[src/cres_pkg.sv]
// Purpose: Constants for the processor RAM error syndrome log
// Assumes: One core clock, asynchronous active-low reset
// Notes:   Register is 64 bits, reached by paired coprocessor transfers
// Contract
// RULE1: Fatal bit set on first aborting error; code ignores the abort of a coinciding first error that is not selected
// RULE2: Valid bit set on first error, sticky
// RULE3: Mismatch count cleared first, then counts mismatches
// RULE4: Repeat count cleared first, then counts matches
// RULE5: RAM identifier code of first error recorded
// RULE6: Bank or way of first error captured
// RULE7: Index of first error captured
// RULE8: Flags and counters reset to zero
// RULE9: Same-RAM same-cycle errors count once
// RULE10: Coinciding first errors: capture one, count one
// RULE11: Coinciding mismatches add exactly one
// RULE12: Whole register read and written by pair transfers
// RULE13: Any write clears whole register
// RULE14: Access only at privilege level one or above
// RULE15: Each RAM strobes error with location and abort
package cres_pkg;
  localparam int          NUM_RAMS     = 6;
  localparam int          RAM_IDENTIFIER_W      = 7;
  localparam int          WAY_W        = 5;
  localparam int          INDEX_W      = 18;
  localparam int          CNT_W        = 8;
  localparam int          FATAL_BIT    = 63;
  localparam int          OTHER_LSB    = 40;
  localparam int          REPEAT_LSB   = 32;
  localparam int          VALID_BIT    = 31;
  localparam int          RAM_IDENTIFIER_LSB    = 24;
  localparam int          WAY_LSB      = 18;
  localparam int          INDEX_LSB    = 0;
  localparam logic [63:0] SYNDROME_RST = 64'h0000_0000_0000_0000;
  localparam logic [6:0]  RAM_IDENTIFIER_ITAG   = 7'h00;
  localparam logic [6:0]  RAM_IDENTIFIER_IDATA  = 7'h01;
  localparam logic [6:0]  RAM_IDENTIFIER_BTB    = 7'h02;
  localparam logic [6:0]  RAM_IDENTIFIER_DTAG   = 7'h08;
  localparam logic [6:0]  RAM_IDENTIFIER_DDATA  = 7'h09;
  localparam logic [6:0]  RAM_IDENTIFIER_TLB    = 7'h18;
endpackage : cres_pkg

[src/cres_sel.sv]
// Purpose: Picks one error among coinciding RAM error strobes
// Assumes: Strobes are one-cycle pulses
// Notes:   Lowest-numbered RAM wins; the choice is free
`timescale 1ns/1ps
module cres_sel #(
  parameter int N  = 6,
  parameter int WW = 5,
  parameter int IW = 18
) (
  input  wire logic [N-1:0]    err_stb,
  input  wire logic [N*WW-1:0] err_way,
  input  wire logic [N*IW-1:0] err_index,
  output logic                 any_err,
  output logic [$clog2(N)-1:0] sel_id,
  output logic [WW-1:0]        sel_way,
  output logic [IW-1:0]        sel_index
);
  initial
  begin
    if (N < 2) $error("cres_sel needs at least two sources");
  end

  always_comb
  begin
    any_err   = |err_stb;
    sel_id    = '0;
    sel_way   = '0;
    sel_index = '0;
    for (int i = N - 1; i >= 0; i--)
    begin
      if (err_stb[i])
      begin
        sel_id    = ($clog2(N))'(i);
        sel_way   = err_way[i*WW +: WW];
        sel_index = err_index[i*IW +: IW];
      end
    end
  end
endmodule : cres_sel

[src/cres_log.sv]
// Purpose: RAM error syndrome log, 64-bit register with counters
// Assumes: Error strobes are synchronous, one per RAM per cycle
// Notes:   Write of any data clears the whole register
`timescale 1ns/1ps
module cres_log
  import cres_pkg::*;
#(
  parameter int N = cres_pkg::NUM_RAMS
) (
  input  wire logic                       clk,
  input  wire logic                       reset_n,
  input  wire logic [N-1:0]               err_stb,
  input  wire logic [N-1:0]               err_abort,
  input  wire logic [N*cres_pkg::WAY_W-1:0]   err_way,
  input  wire logic [N*cres_pkg::INDEX_W-1:0] err_index,
  input  wire logic                       cp_read,
  input  wire logic                       cp_write,
  input  wire logic                       cp_priv,
  input  wire logic [63:0]                cp_wdata,
  output logic [63:0]                     cp_rdata,
  output logic                            cp_fault
);
  import cres_pkg::*;

  initial
  begin
    if (N != NUM_RAMS) $error("cres_log: identifier table has six RAMs");
  end

  localparam logic [6:0] RAM_IDENTIFIER_TAB [NUM_RAMS] = '{RAM_IDENTIFIER_ITAG, RAM_IDENTIFIER_IDATA,
      RAM_IDENTIFIER_BTB, RAM_IDENTIFIER_DTAG, RAM_IDENTIFIER_DDATA, RAM_IDENTIFIER_TLB};

  logic                   fatal_reg, fatal_next;
  logic                   valid_reg, valid_next;
  logic [CNT_W-1:0]       other_reg, other_next;
  logic [CNT_W-1:0]       repeat_reg, repeat_next;
  logic [RAM_IDENTIFIER_W-1:0]     ram_identifier_reg, ram_identifier_next;
  logic [WAY_W-1:0]       way_reg, way_next;
  logic [INDEX_W-1:0]     index_reg, index_next;
  logic [63:0]            rdata_reg, rdata_next;
  logic                   fault_reg, fault_next;
  logic                   any_err;
  logic [$clog2(N)-1:0]   sel_id;
  logic [WAY_W-1:0]       sel_way;
  logic [INDEX_W-1:0]     sel_index;
  logic [N-1:0]           match;
  logic                   wr_ok;
  logic [63:0]            syndrome;

  // One strobe per RAM already folds same-cycle errors in that RAM
  cres_sel #(.N(N), .WW(WAY_W), .IW(INDEX_W)) u_sel (  // RULE9 RULE10
    .err_stb   (err_stb),
    .err_way   (err_way),
    .err_index (err_index),
    .any_err   (any_err),
    .sel_id    (sel_id),
    .sel_way   (sel_way),
    .sel_index (sel_index)
  );

  assign wr_ok = cp_write && cp_priv;  // RULE14

  always_comb
  begin
    for (int i = 0; i < N; i++)
    begin
      match[i] = err_stb[i] && RAM_IDENTIFIER_TAB[i] == ram_identifier_reg
                 && err_way[i*WAY_W +: WAY_W] == way_reg
                 && err_index[i*INDEX_W +: INDEX_W] == index_reg;
    end
  end

  always_comb
  begin
    syndrome = SYNDROME_RST;
    syndrome[FATAL_BIT]                  = fatal_reg;
    syndrome[OTHER_LSB +: CNT_W]         = other_reg;
    syndrome[REPEAT_LSB +: CNT_W]        = repeat_reg;
    syndrome[VALID_BIT]                  = valid_reg;
    syndrome[RAM_IDENTIFIER_LSB +: RAM_IDENTIFIER_W]       = ram_identifier_reg;
    syndrome[WAY_LSB +: WAY_W]           = way_reg;
    syndrome[INDEX_LSB +: INDEX_W]       = index_reg;
  end

  always_comb
  begin
    fatal_next  = fatal_reg;
    valid_next  = valid_reg;
    other_next  = other_reg;
    repeat_next = repeat_reg;
    ram_identifier_next  = ram_identifier_reg;
    way_next    = way_reg;
    index_next  = index_reg;
    if (wr_ok)
    begin
      // Write wins; an error in that same cycle is lost by design
      fatal_next  = 1'b0;  // RULE13
      valid_next  = 1'b0;
      other_next  = '0;
      repeat_next = '0;
      ram_identifier_next  = '0;
      way_next    = '0;
      index_next  = '0;
    end
    else if (any_err && !valid_reg)
    begin
      valid_next  = 1'b1;  // RULE2
      fatal_next  = err_abort[sel_id];  // RULE1
      ram_identifier_next  = RAM_IDENTIFIER_TAB[sel_id];  // RULE5
      way_next    = sel_way;  // RULE6
      index_next  = sel_index;  // RULE7
      other_next  = (|(err_stb & ~(N'(1) << sel_id))) ? CNT_W'(1) : '0;  // RULE3 RULE10
      repeat_next = '0;  // RULE4
    end
    else if (any_err)
    begin
      if (|match)
        repeat_next = repeat_reg + CNT_W'(1);  // RULE4
      if (|(err_stb & ~match))
        other_next = other_reg + CNT_W'(1);  // RULE3 RULE11
      if (|(err_stb & err_abort))
        fatal_next = 1'b1;  // RULE1
    end
  end

  always_comb
  begin
    rdata_next = rdata_reg;
    fault_next = (cp_read || cp_write) && !cp_priv;  // RULE14
    if (cp_read && cp_priv)
      rdata_next = syndrome;  // RULE12
  end

  always_ff @(posedge clk or negedge reset_n)
  begin
    if (!reset_n)
    begin
      fatal_reg  <= 1'b0;  // RULE8
      valid_reg  <= 1'b0;
      other_reg  <= '0;
      repeat_reg <= '0;
      ram_identifier_reg  <= '0;
      way_reg    <= '0;
      index_reg  <= '0;
      rdata_reg  <= SYNDROME_RST;
      fault_reg  <= 1'b0;
    end
    else
    begin
      fatal_reg  <= fatal_next;
      valid_reg  <= valid_next;
      other_reg  <= other_next;
      repeat_reg <= repeat_next;
      ram_identifier_reg  <= ram_identifier_next;
      way_reg    <= way_next;
      index_reg  <= index_next;
      rdata_reg  <= rdata_next;
      fault_reg  <= fault_next;
    end
  end

  assign cp_rdata = rdata_reg;
  assign cp_fault = fault_reg;

  valid_first_a: assert property (@(posedge clk) disable iff (!reset_n)  // RULE2
    !valid_reg && any_err && !wr_ok |=> valid_reg && repeat_reg == 8'h00)
    else $error("valid not set on first error");
  valid_sticky_a: assert property (@(posedge clk) disable iff (!reset_n)  // RULE2
    valid_reg && !wr_ok |=> valid_reg)
    else $error("valid dropped without write");
  write_clear_a: assert property (@(posedge clk) disable iff (!reset_n)  // RULE13
    wr_ok |=> syndrome == 64'h0)
    else $error("write did not clear register");
  fatal_first_a: assert property (@(posedge clk) disable iff (!reset_n)  // RULE1
    !valid_reg && any_err && !wr_ok |=> fatal_reg == $past(err_abort[sel_id]))
    else $error("fatal not taken from first error");
  ram_identifier_code_a: assert property (@(posedge clk) disable iff (!reset_n)  // RULE5
    !valid_reg && any_err && !wr_ok |=> ram_identifier_reg == RAM_IDENTIFIER_TAB[$past(sel_id)])
    else $error("wrong RAM identifier");
  repeat_inc_a: assert property (@(posedge clk) disable iff (!reset_n)  // RULE4
    valid_reg && |match && !wr_ok |=> repeat_reg == $past(repeat_reg) + 8'h01)
    else $error("repeat count wrong");
  other_one_a: assert property (@(posedge clk) disable iff (!reset_n)  // RULE11
    valid_reg && |(err_stb & ~match) && !wr_ok |=> other_reg == $past(other_reg) + 8'h01)
    else $error("mismatch count wrong");
  index_hold_a: assert property (@(posedge clk) disable iff (!reset_n)  // RULE7
    valid_reg && !wr_ok |=> $stable(index_reg) && $stable(way_reg))
    else $error("capture changed while valid");
  priv_fault_a: assert property (@(posedge clk) disable iff (!reset_n)  // RULE14
    cp_write && !cp_priv && valid_reg |=> valid_reg && cp_fault)
    else $error("unprivileged write acted");
  read_data_a: assert property (@(posedge clk) disable iff (!reset_n)  // RULE12
    cp_read && cp_priv |=> cp_rdata == $past(syndrome))
    else $error("read data wrong");
  fatal_sticky_a: assert property (@(posedge clk) disable iff (!reset_n)  // RULE1
    fatal_reg && !wr_ok |=> fatal_reg)
    else $error("fatal dropped without write");
  first_count_a: assert property (@(posedge clk) disable iff (!reset_n)  // RULE3
    !valid_reg && $countones(err_stb) == 1 && !wr_ok |=> other_reg == 8'h00)
    else $error("mismatch count not cleared on first error");
  coin_count_a: assert property (@(posedge clk) disable iff (!reset_n)  // RULE10
    !valid_reg && $countones(err_stb) > 1 && !wr_ok |=> other_reg == 8'h01)
    else $error("coinciding first errors not counted once");
  capture_loc_a: assert property (@(posedge clk) disable iff (!reset_n)  // RULE6 RULE7
    !valid_reg && any_err && !wr_ok
    |=> way_reg == $past(sel_way) && index_reg == $past(sel_index))
    else $error("first error location not captured");
  rdata_hold_a: assert property (@(posedge clk) disable iff (!reset_n)  // RULE14
    cp_read && !cp_priv |=> $stable(cp_rdata) && cp_fault)
    else $error("unprivileged read changed data");
  priv_ok_a: assert property (@(posedge clk) disable iff (!reset_n)  // RULE14
    (cp_read || cp_write) && cp_priv |=> !cp_fault)
    else $error("privileged access faulted");
  // No disable here: reset itself is what this one watches
  reset_zero_a: assert property (@(posedge clk)  // RULE8
    !reset_n |-> syndrome == 64'h0 && cp_rdata == 64'h0 && !cp_fault)
    else $error("state not zero in reset");

  first_err_c: cover property (@(posedge clk) disable iff (!reset_n)
    !valid_reg && any_err);
  repeat_c: cover property (@(posedge clk) disable iff (!reset_n)
    valid_reg && |match);
  multi_first_c: cover property (@(posedge clk) disable iff (!reset_n)
    !valid_reg && $countones(err_stb) > 1);
  clear_c: cover property (@(posedge clk) disable iff (!reset_n)
    valid_reg && wr_ok);
  late_fatal_c: cover property (@(posedge clk) disable iff (!reset_n)
    valid_reg && !fatal_reg && |(err_stb & err_abort));
endmodule : cres_log

[config.mk]
export PLATFORM = sky130hd
export DESIGN_NAME = cres_log
export DESIGN_NICKNAME = d
export VERILOG_FILES = /design/src/cres_pkg.sv /design/src/cres_sel.sv /design/src/cres_log.sv
export SDC_FILE = /design/constraint.sdc
export NUM_CORES = 1
export LEC_CHECK = 0
export BUFFER_PORTS_ARGS = -buffer_cell sky130_fd_sc_hd__buf_2
export CAP_MARGIN = 10
export CORE_MARGIN = 2
export CORE_UTILIZATION = 49
export DETAILED_ROUTE_END_ITERATION = 12
export GPL_TIMING_DRIVEN = 0
export HOLD_SLACK_MARGIN = 0.02
export PLACE_DENSITY = 0.84
export SYNTH_ARGS = -nofsm -noshare
export SYNTH_HDL_FRONTEND = slang
export SYNTH_SLANG_ARGS = --single-unit
[constraint.sdc]
create_clock -name clk -period 2.8 [get_ports clk]
set_clock_uncertainty 0.15 [all_clocks]
set_input_delay 0.28 -clock clk [delete_from_list [all_inputs] [get_ports clk]]
set_output_delay 0.28 -clock clk [all_outputs]
set_load 0.02 [all_outputs]
==> summary.txt <==
Post-synthesis instance total -> 754
WL final -> 26500 microns
Syn_area_per_cell -> 8.97 sq um
Tightest Pin Transition -> 0.910 ns
Max-Cap Viols -> 0
Post-synth EDFFs -> 0
Die ar. -> 0.0148 sq mm
Initial antenna violation count -> 1
CP arrival -> 2.98 ns
Yosys top cell area share -> 33.7%
Pint -> 2.89 mW
Met1 Track Usage GR -> 43.9%
Async set-reset flop share out of synthesis -> 100%
Filler cells -> 1180
Pre-CTS WS -> -0.383 ns
Slowest CP cell -> or4_4
Failing checks -> setup timing
Initial DRC count -> 878
Area Growth Syn to Fin -> 29.1%
Setup violators final -> 7
Row count -> 42
Vias per cell -> 6.06
Placed cell count -> 1147
Vias after detailed routing -> 7159
Fmax -> 351 MHz
Grt peak-use layer -> met2
CTS tree -> done
Worst hold path type -> primary input to flip-flop
Max Fanout on Critical Path -> 8
WL/cell -> 22.4 microns
Io pins -> 284
Met2 global-route usage -> 56.5%
Max Slew Vio Count -> 0
Synthesis Warnings -> 0
Routability cong. -> 1.04
Period utilization -> 102%
DP Area -> 0.00807 sq mm
DR DRC count -> 0
Synthesized area -> 0.00676 sq mm
Switching Share -> 36.4%
Total congestion overflow -> 0
R2r endpoint -> other_reg[3]
Drt pass-1 iters -> 6
First-pass GRT wire length -> 38600 microns
Final setup margin -> -0.0525 ns
Top cell by count, worst path -> buf_6
Final Hold Viols -> 0
Core area -> 0.0133 sq mm
Final worst path period need -> 2.85 ns
PD cells -> 520 mW/mm^2
Pwr Total -> 4.54 mW
Diode count -> 0
Max-slew headroom -> 39.3%
Worst hold path depth -> 3
Gr usage total -> 35.5%
Area contributors post-synth -> dfrtp_1 (34%), xnor2_1 (9.1%), xor2_1 (8.8%)
Area leader, netlist -> dfrtp_1
Critical Path RT -> 2.92 ns
GR Layer Usage met3 -> 9.12%
Clk root buf -> clkbuf_16
Flop-to-flop setup slack -> -0.05 ns
Worst R2R Start -> way_reg[4]
Sequential share of power -> 35.7%
Vias in the first global route -> 6820
Crit path max-delay family -> simple AND/OR/NAND/NOR gates
Max FFs per register -> 45
Starting Density -> 50.7%
Psw -> 1.65 mW
Non-filler cells, final -> 1182
Clock power share -> 27.8%
Largest net degree at the start of global routing -> 73
PortBufs -> 198
Crit path launch -> way_reg[4]
Worst-skew pair later-pin latency -> 0.35 ns
Startpoint Class -> flip-flop
RSZ-0062 raised after global routing -> yes
Die Y -> 121 microns
Post-layout util -> 65.4%
End of the critical path -> other_reg[3]
Status -> finished, violations left
WP depth -> 11
Clock Path Buffers -> 2
Comb pwr share -> 36.5%
Crit Path Category -> flip-flop to flip-flop
Nets -> 1223
VDD IR max -> 0.313 mV
Share of the yosys chip area belonging to registers -> 33.7%
Hpwl dp -> 20600 microns
CP max stage delay -> 0.57 ns
Share of post-route cells with drive strength above 1 -> 34.1%
Cell variety after synth -> 50
Critical path buffers and inverters -> 3
Die W -> 121 microns
Worst-path cell chain -> buf_6, xor2_4, nor4_2, nand3_1, or4_4, a22o_1, nor3_4, buf_4, buf_6, o21ai_2, a21oi_2
CTS Sinks -> 91
Top FF cell, synth -> dfrtp_1
Final Instance Area -> 0.00873 sq mm
TritonCTS buffer count -> 9
Pleak -> 3.94 nW
R2R cell count -> 11
H-tree levels -> 3
Worst Setup End Kind -> flip-flop
Routed Antenna Nets -> 0
Clk slew on worst S/H paths -> 0.07 ns
#FFs+latches synth -> 91
## layout make-up
type | count | area (sq um) | area share, %
multi-input combinational | 591 | 4220 | 48.4
sequential | 91 | 2280 | 26.1
timing repair buffer | 224 | 1220 | 13.9
buffer | 80 | 472 | 5.40
clock buffer | 10 | 239 | 2.74
tap | 176 | 220 | 2.52
clock inverter | 5 | 61.3 | 0.702
inverter | 5 | 18.8 | 0.215
## routing by layer
| layer | wire length [microns] | vias up |
|---|---|---|
| li1 | - | 3158 |
| met1 | 9780 | 3338 |
| met2 | 12100 | 537 |
| met3 | 2910 | 124 |
| met4 | 1680 | 2 |
| met5 | 17 | - |
## cell families after synthesis
group / synth area share, %
adder cells (fa/ha/maj): 0.518
AO/OA/AOI/OAI: 15.9
AND/OR/NAND/NOR: 16.8
multiplexers: 7.92
flip-flops: 33.7
XOR/XNOR: 18.1
buffers and inverters: 7.07
other: 0.0554
## layout by cell type (no fill, tap or decap), types with 9 or more instances in the layout
cell type | netlist | routed
a211oi_1 | 17 | 17
a21oi_1 | 14 | 14
a221oi_1 | 21 | 21
buf_2 | 10 | 202
buf_4 | 20 | 43
buf_6 | 7 | 13
clkbuf_1 | 46 | 41
clkbuf_16 | 0 | 9
conb_1 | 1 | 19
dfrtp_1 | 91 | 89
mux2_2 | 44 | 44
nand2_1 | 43 | 43
nand3_1 | 12 | 12
nand4_1 | 25 | 25
nor2_1 | 47 | 45
nor2b_1 | 22 | 22
nor3_1 | 28 | 27
nor4_1 | 19 | 12
o211ai_1 | 23 | 23
o21ai_0 | 24 | 24
o21ai_1 | 33 | 32
o311ai_0 | 9 | 9
xnor2_1 | 70 | 68
xor2_1 | 68 | 64
## worst min path at each step
| stage | startpoint | to | slack [ns] |
|---|---|---|---|
| after detailed placement | reset_n | cp_rdata[18] | 0.05 |
| after floorplan | reset_n | cp_fault | -0.17 |
| after CTS | cp_read | cp_fault | 0.05 |
| final | cp_read | cp_fault | 0.05 |
| after global routing | cp_read | cp_fault | 0.05 |
| after global placement | cp_rdata[33] | cp_rdata[33] | 0.31 |
## Yosys cell counts (4+ instances only)
| master | count |
|---|---|
| a211oi_1 | 17 |
| nor2_1 | 47 |
| xor2_1 | 68 |
| o311ai_0 | 9 |
| dfrtp_1 | 91 |
| o211ai_1 | 23 |
| o21ai_0 | 24 |
| or3_1 | 5 |
| or4_1 | 4 |
| nor4_1 | 19 |
| nor3_1 | 28 |
| a21oi_1 | 14 |
| buf_4 | 20 |
| and2_1 | 4 |
| and3_1 | 4 |
| buf_2 | 10 |
| a22oi_1 | 4 |
| o21ai_1 | 33 |
| nand2_1 | 43 |
| mux2_2 | 44 |
| nand3_1 | 12 |
| nor2b_1 | 22 |
| a221oi_1 | 21 |
| clkbuf_1 | 46 |
| xnor2_1 | 70 |
| nand2b_1 | 5 |
| nand4_1 | 25 |
| buf_6 | 7 |
| mux2i_1 | 4 |
## per-stage QoR
| step | setup TNS, ns | hold WS (ns) |
|---|---|---|
| floorplan | 0 | -0.166 |
| global placement | -4.63 | 0.314 |
| detailed placement | -4.82 | 0.0527 |
| CTS | -0.305 | 0.0468 |
| global route | -0.821 | 0.0459 |
| finish | -0.238 | 0.0510 |
## power groups by stage
stage                     combinational, mW  sequential (mW)  clock [mW]
after floorplan                       0.834             1.72           0
after global routing                   1.74             1.64        1.33
after global placement                 1.52             1.60           0
after detailed placement               1.54             1.61           0
final                                  1.66             1.62        1.26
after CTS                              1.54             1.61        1.28
## tightest hold or removal path: stages
cell	delay, ns
buf_2	0.09
nor2_1	0.03
nor2_1	0.10
## timing repair
action	CTS	global route
gates resized for setup	14	23
gates cloned	1	0
buffers inserted	5	17
endpoints found under the hold margin	20	0
setup endpoints to repair	11	16
hold buffers	2	0
pin swaps	16	10
(Power assumes the default switching activity.)
